==> src/rtl/vdc_pkg.sv <==
// Package with register map, field positions and timing counts of the converter control block.
package vdc_pkg;
  // ----------------------------------------------------------------------
  // Register map
  // ----------------------------------------------------------------------
  localparam logic [11:0] VDC_OFS_CONTROL = 12'h000;
  localparam logic [11:0] VDC_OFS_SAMPLE = 12'h004;
  localparam logic [15:0] VDC_CONTROL_RESET = 16'h0200;
  localparam logic [31:0] VDC_SAMPLE_RESET = 32'h00000000;
  localparam logic [15:0] VDC_CONTROL_WMASK = 16'h077f;
  // ----------------------------------------------------------------------
  // Control register fields
  // ----------------------------------------------------------------------
  localparam int VDC_RANGE_LSB = 0;
  localparam int VDC_RATE_BIT = 2;
  localparam int VDC_INTERP_BIT = 3;
  localparam int VDC_CLEAR_N_BIT = 4;
  localparam int VDC_UPDSRC_BIT = 5;
  localparam int VDC_BYPASS_BIT = 6;
  localparam int VDC_LOOP_BIT = 8;
  localparam int VDC_POWERDOWN_BIT = 9;
  localparam int VDC_DMA_BIT = 10;
  localparam logic [1:0] VDC_RANGE_REF = 2'h0;
  localparam logic [1:0] VDC_RANGE_SUPPLY = 2'h3;
  // ----------------------------------------------------------------------
  // Sample register fields
  // ----------------------------------------------------------------------
  localparam int VDC_MAIN_LSB = 16;
  localparam int VDC_MAIN_W = 12;
  localparam int VDC_EXTRA_LSB = 12;
  localparam int VDC_EXTRA_W = 4;
  localparam int VDC_CODE_W = VDC_MAIN_W + VDC_EXTRA_W;
  localparam logic [31:0] VDC_SAMPLE_MASK = 32'h0ffff000;
  // ----------------------------------------------------------------------
  // Interpolation clock dividers and DMA channel number
  // ----------------------------------------------------------------------
  localparam int VDC_DIV_SLOW = 32;
  localparam int VDC_DIV_FAST = 16;
  localparam int VDC_DMA_CHANNEL = 8;
  // ----------------------------------------------------------------------
  // DMA pacing state machine
  // ----------------------------------------------------------------------
  typedef enum logic [2:0] {
    VDC_IDLE = 3'b001,
    VDC_WAIT = 3'b010,
    VDC_REQ = 3'b100
  } vdc_dma_state_t;
endpackage : vdc_pkg

==> src/rtl/vdc_converter_ctrl.sv <==
// Top of the converter control block: APB registers, mode logic, DMA pacing.
//
// Overview of operation
// [RULE_01] With the interpolation bit clear the converter takes the 12-bit main code field.
// [RULE_02] With the interpolation bit set it takes 16 bits, updated at the slower tick rate.
// [RULE_03] Loop-driver mode forces interpolation off; software must not combine them.
// [RULE_04] The output buffer is on by default and the bypass bit routes around it.
// [RULE_05] Software ungates the system clock to this block elsewhere before using it.
// [RULE_06] Sample transfers are served by DMA channel eight through the request line.
// [RULE_07] In waveform mode each DMA write is paced by the timer 1 event.
// [RULE_08] The DMA bit selects whether samples are requested from the DMA channel.
// [RULE_09] Control sits at offset 0x0 resetting to 0x200, samples at 0x4 resetting to zero.
// [RULE_10] The range field picks the 1.2 V reference span or the 1.8 V supply span.
// [RULE_11] The rate bit picks an interpolation tick of clock/32 or clock/16.
// [RULE_12] The update-source bit picks the system clock or the timer 1 falling edge.
// [RULE_13] Writing zero to the clear bit zeroes the output and the sample register at once.
// [RULE_14] The sample word carries the main code in 27:16 and extra bits in 15:12.
// [RULE_15] The applied code is captured at an update event and held until the next one.
`timescale 1ns/1ps
`default_nettype none
module vdc_converter_ctrl
  import vdc_pkg::*;
#(
  parameter int CHANNEL = VDC_DMA_CHANNEL
) (
  // Clock and reset
  input wire logic clk,
  input wire logic nrst,
  // APB slave
  input wire logic psel,
  input wire logic penable,
  input wire logic pwrite,
  input wire logic [11:0] paddr,
  input wire logic [31:0] pwdata,
  output logic [31:0] prdata,
  output logic pready,
  output logic pslverr,
  // DMA channel
  output logic dmaReq,
  input wire logic dmaAck,
  input wire logic [31:0] dmaData,
  // Timer 1 strobe
  input wire logic timerEvent,
  // Analog core controls
  output logic [VDC_CODE_W-1:0] convCode,
  output logic interpActive,
  output logic [1:0] outputRangeSelect,
  output logic outputBufferBypass,
  output logic loopDriverMode,
  output logic powerDown,
  output logic updateStrobe
);
  // ----------------------------------------------------------------------
  // Helpers
  // ----------------------------------------------------------------------
  function automatic logic hit(input logic [11:0] a, input logic [11:0] o);
    hit = (a == o);
  endfunction : hit

  function automatic logic [VDC_CODE_W-1:0] pickCode(
    input logic [31:0] word, input logic wide);
    logic [VDC_MAIN_W-1:0] mainField;
    logic [VDC_EXTRA_W-1:0] extraField;
    mainField = word[VDC_MAIN_LSB +: VDC_MAIN_W];
    extraField = word[VDC_EXTRA_LSB +: VDC_EXTRA_W];
    pickCode = wide ? {mainField, extraField}
                    : {mainField, {VDC_EXTRA_W{1'b0}}};
  endfunction : pickCode

  // ----------------------------------------------------------------------
  // Registers and decode
  // ----------------------------------------------------------------------
  logic [15:0] converterControl;
  logic [31:0] converterSample;
  logic accessWr;
  logic hitCtrl;
  logic hitSample;
  logic ctrlWrite;
  logic sampleWrite;
  logic clearNow;
  logic interpSel;
  logic timerFall;
  logic divTick;
  logic updateEvent;
  vdc_dma_state_t dmaState;
  vdc_dma_state_t next_dmaState;

  assign hitCtrl = hit(paddr, VDC_OFS_CONTROL);
  assign hitSample = hit(paddr, VDC_OFS_SAMPLE);
  assign accessWr = psel && penable && pwrite;
  assign pready = 1'b1;
  // Unmapped addresses and bus writes to the read-only sample register error.
  assign pslverr = psel && penable &&
                   (!(hitCtrl || hitSample) || (pwrite && hitSample));
  assign ctrlWrite = accessWr && hitCtrl;
  // A write of zero to the clear bit acts in the same cycle. [RULE_13]
  assign clearNow = ctrlWrite && !pwdata[VDC_CLEAR_N_BIT];

  always_ff @(posedge clk or negedge nrst) begin
    if (!nrst) begin
      converterControl <= VDC_CONTROL_RESET; // [RULE_09]
    end else if (ctrlWrite) begin
      converterControl <= pwdata[15:0] & VDC_CONTROL_WMASK;
    end
  end

  // ----------------------------------------------------------------------
  // Sample register, fed by the DMA channel
  // ----------------------------------------------------------------------
  // The bus sees this register read-only; only the DMA channel writes it.
  assign sampleWrite = dmaAck && (dmaState == VDC_REQ);

  always_ff @(posedge clk or negedge nrst) begin
    if (!nrst) begin
      converterSample <= VDC_SAMPLE_RESET; // [RULE_09]
    end else if (clearNow || !converterControl[VDC_CLEAR_N_BIT]) begin
      converterSample <= VDC_SAMPLE_RESET; // [RULE_13]
    end else if (sampleWrite) begin
      converterSample <= dmaData & VDC_SAMPLE_MASK; // [RULE_14]
    end
  end

  always_ff @(posedge clk or negedge nrst) begin
    if (!nrst) begin
      prdata <= 32'h00000000;
    end else if (psel && !penable && !pwrite) begin
      if (hitCtrl) begin
        prdata <= {16'h0000, converterControl};
      end else if (hitSample) begin
        prdata <= converterSample;
      end else begin
        prdata <= 32'h00000000;
      end
    end
  end

  // ----------------------------------------------------------------------
  // Mode decode
  // ----------------------------------------------------------------------
  assign loopDriverMode = converterControl[VDC_LOOP_BIT];
  // Loop-driver mode cannot interpolate, so it wins over the mode bit.
  assign interpSel = converterControl[VDC_INTERP_BIT] && !loopDriverMode; // [RULE_03]
  assign interpActive = interpSel; // [RULE_01] [RULE_02]
  assign outputBufferBypass = converterControl[VDC_BYPASS_BIT]; // [RULE_04]
  assign outputRangeSelect =
    converterControl[VDC_RANGE_LSB +: 2]; // [RULE_10]
  assign powerDown = converterControl[VDC_POWERDOWN_BIT];

  // ----------------------------------------------------------------------
  // Update events
  // ----------------------------------------------------------------------
  vdc_edge_detect u_timer_edge (
    .clk(clk),
    .nrst(nrst),
    .level(timerEvent),
    .fallPulse(timerFall)
  );

  vdc_interp_div u_div (
    .clk(clk),
    .nrst(nrst),
    .enable(interpSel),
    .fastSel(converterControl[VDC_RATE_BIT]), // [RULE_11]
    .tick(divTick)
  );

  // The system-clock choice updates every cycle, which stands for the
  // falling edge here; interpolation further slows it to the divider tick.
  always_comb begin
    if (converterControl[VDC_UPDSRC_BIT]) begin
      updateEvent = timerFall; // [RULE_12]
    end else begin
      updateEvent = 1'b1; // [RULE_12]
    end
    if (interpSel) begin
      updateEvent = updateEvent && divTick; // [RULE_02]
    end
  end

  always_ff @(posedge clk or negedge nrst) begin
    if (!nrst) begin
      convCode <= '0;
    end else if (clearNow || !converterControl[VDC_CLEAR_N_BIT]) begin
      convCode <= '0; // [RULE_13]
    end else if (updateEvent) begin
      convCode <= pickCode(converterSample, interpSel); // [RULE_15] [RULE_01]
    end
  end

  always_ff @(posedge clk or negedge nrst) begin
    if (!nrst) begin
      updateStrobe <= 1'b0;
    end else begin
      updateStrobe <= updateEvent && !clearNow;
    end
  end

  // ----------------------------------------------------------------------
  // DMA pacing
  // ----------------------------------------------------------------------
  // One request per timer event; an event during a pending request is
  // dropped, trading a missed sample for a bounded request line.
  always_comb begin
    next_dmaState = dmaState;
    case (dmaState)
      VDC_IDLE: begin
        if (converterControl[VDC_DMA_BIT]) begin
          next_dmaState = VDC_WAIT; // [RULE_08]
        end
      end
      VDC_WAIT: begin
        if (!converterControl[VDC_DMA_BIT]) begin
          next_dmaState = VDC_IDLE;
        end else if (timerFall) begin
          next_dmaState = VDC_REQ; // [RULE_07]
        end
      end
      VDC_REQ: begin
        if (!converterControl[VDC_DMA_BIT]) begin
          next_dmaState = VDC_IDLE;
        end else if (dmaAck) begin
          next_dmaState = VDC_WAIT;
        end
      end
      default: begin
        next_dmaState = VDC_IDLE;
      end
    endcase
  end

  always_ff @(posedge clk or negedge nrst) begin
    if (!nrst) begin
      dmaState <= VDC_IDLE;
    end else begin
      dmaState <= next_dmaState;
    end
  end

  // This line is wired to the converter's own DMA channel. [RULE_06]
  assign dmaReq = (dmaState == VDC_REQ);
endmodule : vdc_converter_ctrl
`default_nettype wire

==> src/rtl/vdc_edge_detect.sv <==
// Falling-edge detector for an update strobe that is synchronous to clk.
`timescale 1ns/1ps
`default_nettype none
module vdc_edge_detect (
  // Clock and reset
  input wire logic clk,
  input wire logic nrst,
  // Strobe in, pulse out
  input wire logic level,
  output logic fallPulse
);
  logic levelDly;

  always_ff @(posedge clk or negedge nrst) begin
    if (!nrst) begin
      levelDly <= 1'b0;
    end else begin
      levelDly <= level;
    end
  end

  // A registered copy keeps the pulse exactly one cycle wide.
  assign fallPulse = levelDly & ~level;
endmodule : vdc_edge_detect
`default_nettype wire

==> src/rtl/vdc_interp_div.sv <==
// Interpolation tick divider, selectable between two ratios.
`timescale 1ns/1ps
`default_nettype none
module vdc_interp_div
  import vdc_pkg::*;
#(
  parameter int DIV_SLOW = VDC_DIV_SLOW,
  parameter int DIV_FAST = VDC_DIV_FAST
) (
  // Clock and reset
  input wire logic clk,
  input wire logic nrst,
  // Control
  input wire logic enable,
  input wire logic fastSel,
  // Tick out
  output logic tick
);
  localparam int CW = $clog2(DIV_SLOW);
  localparam logic [CW-1:0] LAST_SLOW = CW'(DIV_SLOW - 1);
  localparam logic [CW-1:0] LAST_FAST = CW'(DIV_FAST - 1);
  logic [CW-1:0] count;
  logic [CW-1:0] last;

  assign last = fastSel ? LAST_FAST : LAST_SLOW;
  assign tick = enable && (count >= last);

  always_ff @(posedge clk or negedge nrst) begin
    if (!nrst) begin
      count <= '0;
    end else if (!enable || count >= last) begin
      count <= '0;
    end else begin
      count <= count + 1'b1;
    end
  end
endmodule : vdc_interp_div
`default_nettype wire

==> config.mk <==
export PLATFORM = sky130hd
export DESIGN_NAME = vdc_converter_ctrl
export DESIGN_NICKNAME = d
export VERILOG_FILES = /design/src/rtl/vdc_pkg.sv /design/src/rtl/vdc_converter_ctrl.sv /design/src/rtl/vdc_edge_detect.sv /design/src/rtl/vdc_interp_div.sv
export SDC_FILE = /design/constraint.sdc
export NUM_CORES = 1
export LEC_CHECK = 0
export BUFFER_PORTS_ARGS = -buffer_cell sky130_fd_sc_hd__clkbuf_2
export CORE_MARGIN = 3
export CORE_UTILIZATION = 50
export DETAILED_ROUTE_END_ITERATION = 16
export PLACE_DENSITY = 0.87
export SLEW_MARGIN = 20
export SYNTH_ARGS = -nofsm -noshare
export SYNTH_HDL_FRONTEND = slang
export SYNTH_HIERARCHICAL = 1
export SYNTH_SLANG_ARGS = --single-unit
==> constraint.sdc <==
create_clock -name clk -period 5.19 [get_ports clk]
set_input_delay 1.038 -clock clk [delete_from_list [all_inputs] [get_ports clk]]
set_output_delay 1.038 -clock clk [all_outputs]
set_load 0.02 [all_outputs]
# --- Word level (Yosys, flattened, before mapping) ---
# Cells that the tools add are included.
totals:
  regBits: 100
  in_bits: 83
  elab_cells: 65
classes:
  n_addsub: 1
  magnitude_cmp: 1
  eq_ne: 7
  muxes: 17
  bitwise_logic: 2
  n_reduce_logical: 29
ops:
  columns: ["operator", "n"]
  rows:
  - ["$mux 32", 4]
  - ["$mux 16", 2]
  - ["$mux 3", 5]
  - ["$logic_and 1x1->1", 13]
  - ["$eq 12x3->1 const B", 1]
  - ["$logic_not 12->1", 1]
  - ["$mux 5", 2]
  - ["$pmux 3 s3", 1]
  - ["$logic_not 1->1", 8]
  - ["$ne 3x3->1 const B", 2]
  - ["$add 5x1->5 const B", 1]
  - ["$ge 5x5->1", 1]
  - ["$logic_or 1x1->1", 4]
  - ["$mux 4", 1]
  - ["$reduce_bool 2->1", 2]
  - ["$eq 3x1->1 const B", 1]
  - ["$eq 3x2->1 const B", 1]
  - ["$eq 3x3->1 const B", 1]
  - ["$reduce_and 3->1", 1]
  - ["$mux 1", 2]
  - ["$ne 2x2->1 const B", 1]
  - ["$and 1x1->1", 1]
  - ["$not 1->1", 1]

# --- Logic depth before layout (Yosys ltp) ---
# Gate-level depths: netlist of the first run.
logic_depth:
  ltp_word: 7
  depth_mapped: 8

# --- Hierarchy ---
# The synthesis of the first run kept the hierarchy.
by_module_without_submodules:
  columns: ["mod", "instances", "cells_each", "area_per_inst_um2"]
  rows:
  - ["vdc_converter_ctrl", 1, 295, 3106.7]
  - ["vdc_interp_div", 1, 24, 252.7]
  - ["vdc_edge_detect", 1, 2, 38.8]

# --- Least setup slack after synthesis of the first run ---
# Ideal clock, no wire load.
synth_path:
  path_kind: "input to output"
  start: "in paddr[5]"
  end: "out pslverr"
  arrival_time_ns: 2.013
  t_required_ns: 4.152
  slack_ns: 2.139
  stages: 3
  path_buffers: 0
  cell_sequence: "or4_1 nor3b_1 a21oi_1"
synth_via:
  elab_chain_cells: 5
synth_rtl:
  columns: ["item", "line", "text"]
  rows:
  - ["start: declaration", "vdc_converter_ctrl.sv:33", "input wire logic [11:0] paddr,"]
  - ["$eq 12x3->1 or $logic_not 12->1 (tied branches)", "vdc_converter_ctrl.sv:57", "hit = (a == o);"]
  - ["$logic_or 1x1->1", "vdc_converter_ctrl.sv:94", "(!(hitCtrl || hitSample) || (pwrite && hitSample));"]
  - ["$logic_not 1->1", "vdc_converter_ctrl.sv:94", null]
  - ["$logic_or 1x1->1 *", "vdc_converter_ctrl.sv:94", null]
  - ["$logic_and 1x1->1 *", "vdc_converter_ctrl.sv:93", "assign pslverr = psel && penable &&"]
  - ["end: declaration", "vdc_converter_ctrl.sv:37", "output logic pslverr,"]
# Every way passes the cells marked *; elsewhere a longest branch is shown, timed or not.

# --- Final worst setup path of the first run ---
# Ends and elaborated chain as after synthesis.

==> key figures, run 1 <==
Logic synthesis
  – EDFF count, synth: 0
  – Synth Instances: 321
  – Post-synthesis sequential area ratio: 57.5%
  – Post-synth ARST share: 100%
  – YS warnings: 6
  – Netlist cell types: 39
  – Primary FF master, synth: dfrtp_1
  – Cell Area, Synth: 3400 um^2
  – Syn Area/Cell: 10.6 um^2
  – Seq cells post-synth: 78

Power
  – Leakage: 1.94 nW
  – Switch share: 22.3%
  – Sequential share of power: 51.8%
  – PD cells: 285 nW/um^2
  – Combinational power share: 3.8%
  – Switching pwr: 262 uW
  – Pint: 911 uW
  – Clk pwr share: 44.3%
  – Peak VDD IR: 0.000162 V

CTS
  – Root Driver: clkbuf_8
  – CTS tree: built
  – Setup Buffers After CTS: 0
  – Hold-fix buffers, CTS: 0
  – CTS Buf Count: 9
  – H-tree lvl count: 3
  – PostCTS Resize Cnt: 0
  – Clk sinks: 78
  – Clock Latency Late Sink: 0.36 ns
  – Maximum clock path buffer count: 2
  – CTS clk-pin slew, worst paths: 0.08 ns

Routing
  – DRT Wirelength: 8.23 mm
  – Post-route DRC: 0
  – Vias/cell: 5.61
  – Initial DRT Pass Iterations: 5
  – Drt wl/cell: 16.9 um
  – Via count: 2736
  – Post-route ant nets: 0
  – Initial DRC Count: 174

Worst hold path
  – Min-Delay Path Class: flop to flop
  – Worst Hold End: prdata[9]$_DFFE_PN0P_
  – Hold Startpoint: prdata[9]$_DFFE_PN0P_
  – Worst Hold Path Cells: 2

STA
  – Fin Setup TNS: 0 ns
  – Min Clock Period, post-route: 3.28 ns
  – Final Skew: 0.00859 ns
  – RSZ-0062 raised after global routing: no
  – Setup-failing EPs final: 0
  – Rel. slew slack: 35.4%
  – Fmax: 305 MHz
  – Crit share post-route: 63.3%
  – Fin. max-slew vios: 0
  – Worst Tran Pin Value: 0.969 ns
  – Fin. Hold Viols: 0

Critical path
  – CP Launch Type: input pin
  – Worst EP required: 4.15 ns
  – CP Cell Sequence: clkbuf_2 > or4_1 > nor3b_1 > a21oi_1 > clkbuf_2
  – RR Endpoint: convCode[4]$_DFFE_PN0P_
  – Crit Path Class: input pin to output port
  – Reg-to-reg critical path startpoint: u_div/count[0]$_DFF_PN0_
  – Crit-path max FO: 6
  – FF-to-FF setup slack: 3.02 ns
  – R2r worst-path depth: 7
  – CP max stage cell: or4_1
  – CP most frequent cell: clkbuf_2
  – Setup crit end kind: output port
  – Critical Path Max Stage Delay: 0.66 ns
  – CP arrival: 2.25 ns

Cells and area
  – Share of cells above drive strength 1: 32.8%
  – Ant diodes: 0
  – Fin nets: 491
  – Fin area: 4120 um^2
  – Synth-to-layout area growth: 21.2%
  – Fill count: 509
  – Area of the multi-input gates: 1280 um^2
  – Commonest non-fill, non-tap cell in the layout: clkbuf_2
  – Commonest non-fill, non-tap cells in the layout: clkbuf_2 (94), dfrtp_1 (76), nand2_1 (44), a21oi_1 (34), o21ai_0 (28)
  – Area taken by flip-flops and latches: 1950 um^2

Floorplan
  – Io pins: 141
  – Starting Density: 52.6%
  – Die W: 88.4 um
  – Die Y: 88.4 um
  – Cell row count: 29
  – DIE AREA: 7820 um^2
  – Core area: 6460 um^2

Global route
  – First-pass GRT wire length: 13.0 mm
  – Overall routing resource usage: 21.9%
  – Largest net degree at the start of global routing: 79
  – Total congestion overflow: 0
  – Number of global-route vias before repair: 2635
  – Initial antenna violation count: 0

Place
  – DP Area: 3890 um^2
  – IO buf count: 95
  – Detail Placement HPWL: 5.78 mm
  – GPL Wtd Cong: 0.774

Status
  – Status: finished clean

Flow run
  – Max Cap Viol: 0
[registers in the layout (all words and copies together) (netlist names)]
name and flops:
convCode 16, updateStrobe 1, u_timer_edge/levelDly 1, converterControl 10, converterSample 16, u_div/count 5, dmaState 3, prdata 26
[power groups by stage]
stage | clock, mW | sequential [mW] | combinational [mW]
3_5_place_dp | 0 | 0.620 | 0.0456
6_report | 0.520 | 0.608 | 0.0450
2_1_floorplan | 0 | 0.620 | 0.0167
3_3_place_gp | 0 | 0.620 | 0.0442
4_1_cts | 0.524 | 0.608 | 0.0458
5_1_grt | 0.556 | 0.608 | 0.0505
[synthesized netlist by cell type, drive strengths merged (3+ instances only)]
cell / number / area (um^2)
mux2: 9 / 135
nand3: 15 / 75.1
nor2b: 4 / 32.5
inv: 13 / 48.8
nor2: 6 / 22.5
dfrtp: 76 / 1900
clkbuf: 17 / 63.8
a22o: 16 / 140
nor3b: 4 / 30.0
nand4: 4 / 25.0
o21ai: 29 / 149
nor3: 4 / 20.0
nor4bb: 3 / 30.0
or4: 3 / 26.3
nand2: 44 / 165
buf: 13 / 93.8
a21oi: 35 / 179
[worst max path at each step]
stage	start	endpoint	slack, ns	cells past startpoint
6_report	paddr[5]	pslverr	1.91	5
5_1_grt	paddr[5]	pslverr	1.82	5
4_1_cts	paddr[5]	pslverr	1.90	5
3_5_place_dp	paddr[5]	pslverr	1.90	5
3_3_place_gp	paddr[5]	pslverr	1.92	5
2_1_floorplan	paddr[5]	pslverr	2.14	3
[per-layer routing]
metal  GRT usage, %  vias up  wire length, um  share of wire (%)
li1               -     1274                -                  -
met1           29.3     1353             3500                 43
met2           34.8       97             4070                 50
met3           6.05       12              504                6.1
met4           7.01        0              143                1.7
met5              0        -                0                  0
[worst max-delay path: cells and delay by family]
kind,cells,cell delay (ns)
buf+inv,2,0.22
compound gates,1,0.09
simple gates,2,0.89
[cell families (layout without fill, tap and decap cells)]
family	after synthesis	count (layout)	share of synthesized area [%]
compound gates	84	84	14.9
xor+xnor	4	4	1.03
fa+ha+maj	2	2	0.736
buf+inv	43	128	6.07
flops	78	78	57.5
mux	9	9	3.98
other cells	2	7	0.221
simple gates	99	99	15.6
[stage by stage]
stage	setup slack [ns]	total power [mW]	hold slack [ns]	std cells	utilization [%]
global route	1.82	1.21	0.517	488	63.8
finish	1.91	1.17	0.493	488	63.8
global placement	1.92	0.664	0.460	472	60.2
detailed placement	1.90	0.666	0.474	472	60.2
CTS	1.90	1.18	0.493	488	63.8
floorplan	2.14	0.637	0.441	326	-
[area by class of cell]
class / count / share of cell area, %
tap: 77 / 2.34
clock inverter: 6 / 2.25
sequential: 78 / 47.5
timing repair buffer: 99 / 12.3
clock buffer: 10 / 3.34
inverter: 13 / 1.19
multi-input combinational: 205 / 31.1
Note: power is estimated with default switching activity, not from simulation.
==> run 2: changes to the inputs <==
ABC_AREA = 1   (was not set)
CORE_UTILIZATION = 44   (was 50)
PLACE_DENSITY = 0.8   (was 0.87)
clock period = 2.9 ns   (was 5.19 ns; I/O delays follow)
==> run 2 against run 1 <==
Compared with the run above: via count grew 7.9%; global-route usage shrank 4.4 points; worst hold slack worse by 0.13 ns; clock-buffer cell count up 1; utilization is 8.4 points lower; non-clock buffer count decreased by 2; total power is 78% higher; sequential share of layout area shrank 2.9 points; critical endpoint unchanged; synthesized area rose by 8.9%; die area grew 22%.
==> key figures, run 2 <==
Routing
  – Post-route ant nets: 0
  – Vias/cell: 4.64
  – Via count: 2953
  – Initial DRT Pass Iterations: 4
  – DRT Wirelength: 8.14 mm
  – Post-route DRC: 0
  – Initial DRC Count: 209
  – Drt wl/cell: 12.8 um

STA
  – Final setup margin: 0.671 ns
  – Final Skew: 0.00912 ns
  – Min Clock Period, post-route: 2.23 ns
  – Rel. slew slack: 35.1%
  – RSZ-0062 raised after global routing: no
  – Setup-failing EPs final: 0
  – Fin. Hold Viols: 0
  – Fin Setup TNS: 0 ns
  – Fin. max-slew vios: 0
  – Worst Tran Pin Value: 0.973 ns
  – Fmax: 449 MHz
  – Crit share post-route: 76.9%

Critical path
  – Largest delay share family, worst path: simple AND/OR/NAND/NOR gates
  – Crit-path max FO: 17
  – RR Endpoint: convCode[1]$_DFFE_PN0P_
  – Worst EP required: 2.32 ns
  – Buf+Inv Stages, Crit Path: 2
  – Crit Path Class: input pin to output port
  – CP Cell Sequence: clkbuf_2 > nor2_1 > nand2_1 > nor2_2 > nand2_2 > nor2_1 > nor2_1 > clkbuf_2
  – R2r worst-path depth: 12
  – CP Launch Type: input pin
  – FF-to-FF setup slack: 1.05 ns
  – Setup crit end kind: output port
  – Critical Path Max Stage Delay: 0.24 ns
  – CP max stage cell: nand2_2
  – Reg-to-reg critical path startpoint: converterControl[2]$_DFFE_PN0P_
  – CP arrival: 1.65 ns
  – CP most frequent cell: nor2_1

CTS
  – Clk sinks: 78
  – CTS Buf Count: 9
  – PostCTS Resize Cnt: 0
  – Root Driver: clkbuf_8
  – Clock Latency Late Sink: 0.35 ns
  – Setup Buffers After CTS: 0
  – CTS clk-pin slew, worst paths: 0.07 ns
  – CTS tree: built
  – H-tree lvl count: 3
  – Hold-fix buffers, CTS: 0
  – Maximum clock path buffer count: 2

Logic synthesis
  – Cell Area, Synth: 3700 um^2
  – Seq cells post-synth: 78
  – Netlist cell types: 31
  – Ranking of synthesized cells by area: dfrtp_1 (51%), nand2_1 (11%), o21ai_1 (6.5%)
  – Share of the synthesized area in the top cell type: 51.4%
  – Synth Instances: 440
  – Primary FF master, synth: dfrtp_1
  – Post-synth top area cell: dfrtp_1
  – EDFF count, synth: 0
  – Post-synth ARST share: 100%
  – Post-synth top cells: nand2_1 (108), dfrtp_1 (76), inv_1 (55)
  – Post-synthesis sequential area ratio: 52.8%
  – Syn Area/Cell: 8.41 um^2
  – YS warnings: 6
  – Most frequent cell after synthesis: nand2_1

Worst hold path
  – Min-Delay Path Class: input pin to flop
  – Worst Hold Path Cells: 1
  – Worst Hold End: u_timer_edge/levelDly$_DFF_PN0_
  – Hold Startpoint: timerEvent

Global route
  – Largest net degree at the start of global routing: 79
  – Total congestion overflow: 0
  – Overall routing resource usage: 17.5%
  – Initial antenna violation count: 0
  – Number of global-route vias before repair: 2836
  – First-pass GRT wire length: 13.6 mm

Cells and area
  – Largest register FFs: 26
  – Synth-to-layout area growth: 18.5%
  – Top reg by flops: prdata
  – Share of cells above drive strength 1: 30.9%
  – Area taken by flip-flops and latches: 1950 um^2
  – Fin nets: 614
  – Fill count: 735
  – Commonest non-fill, non-tap cell in the layout: nand2_1
  – Commonest non-fill, non-tap cells in the layout: nand2_1 (108), clkbuf_2 (94), dfrtp_1 (76), inv_1 (55), o21ai_1 (48)
  – Ant diodes: 0
  – Area of the multi-input gates: 1320 um^2
  – Regs by FF count: prdata: 26 flops, convCode: 16 flops, converterSample: 16 flops

Place
  – Pre-CTS setup slack: 0.641 ns
  – GPL Wtd Cong: 0.852
  – Detail Placement HPWL: 5.94 mm
  – IO buf count: 95

Floorplan
  – Die Y: 97.7 um
  – Die W: 97.7 um
  – Core area: 7930 um^2
  – Cell row count: 32
  – DIE AREA: 9550 um^2
  – Starting Density: 46.7%
  – Io pins: 141

Power
  – Peak VDD IR: 0.000182 V
  – Leakage: 2.16 nW
  – PD cells: 476 nW/um^2

Flow run
  – Max Cap Viol: 0

Status
  – Status: finished clean
[run 2: cell types whose count changed after synthesis, moves of 16 or more]
cell	delta
nand2_1	+64
o21ai_1	+48
inv_1	+42
nor2_1	+39
a21oi_1	-34
inv_2	+18
a22o_1	-16
[run 2: power by group]
part | switching (mW) | internal [mW]
clock network | 0.393 | 0.510
registers | 0.000798 | 1.09
logic | 0.0635 | 0.0305
[run 2: area by class of cell]
| cell class | instances | area share, % |
|---|---|---|
| Clock buffer | 11 | 3.22 |
| Clock inverter | 5 | 1.85 |
| Inverter | 73 | 6.25 |
| Multi-Input combinational cell | 270 | 30.0 |
| Sequential cell | 78 | 44.6 |
| Tap cell | 102 | 2.91 |
| Timing Repair Buffer | 97 | 11.2 |
[run 2: worst reg2reg max path: cells and delay by family, from the launching register on]
family | cells | cell delay [ns]
AND/OR/NAND/NOR | 6 | 0.52
flip-flops | 1 | 0.41
buffers and inverters | 3 | 0.32
adder cells (fa/ha/maj) | 1 | 0.28
AO/OA/AOI/OAI | 2 | 0.19
[run 2: cell families (layout without fill, tap and decap cells)]
| group | count (synthesis) | after routing | synth area share, % |
|---|---|---|---|
| other | 2 | 7 | 0.203 |
| xor gates and xnor gates | 3 | 3 | 0.710 |
| buffers and inverters | 97 | 186 | 12.2 |
| AOI/OAI and AO/OA | 72 | 72 | 10.8 |
| DFF | 78 | 78 | 52.8 |
| adders and majority gates | 2 | 2 | 0.676 |
| and+or+nand+nor | 186 | 186 | 22.7 |
[run 2: per-layer routing]
layer | GRT usage, % | wire length [um] | part of all wire [%] | vias to the layer above
met3 | 3.59 | 463 | 5.7 | 12
met5 | 0 | 0 | 0 | -
met2 | 27.0 | 3770 | 46 | 87
met4 | 7.56 | 134 | 1.6 | 0
li1 | - | - | - | 1499
met1 | 23.9 | 3770 | 46 | 1355
[run 2: how the worst max path moves through the flow]
stage | start | end | cells after the start
2_1_floorplan | paddr[11] | pslverr | 7
3_3_place_gp | paddr[11] | pslverr | 8
3_5_place_dp | paddr[9] | pslverr | 8
4_1_cts | paddr[9] | pslverr | 8
5_1_grt | paddr[11] | pslverr | 8
6_report | paddr[9] | pslverr | 8
[run 2: through the flow]
step	power (mW)	std cells	hold WS [ns]	util, %	cell area [um^2]
finish	2.09	636	0.365	55.3	4390
global route	2.16	636	0.360	55.3	4390
CTS	2.11	636	0.355	55.3	4390
detailed placement	1.21	620	0.477	52.5	4160
global placement	1.20	620	0.467	52.5	4160
floorplan	1.16	445	0.284	-	3720
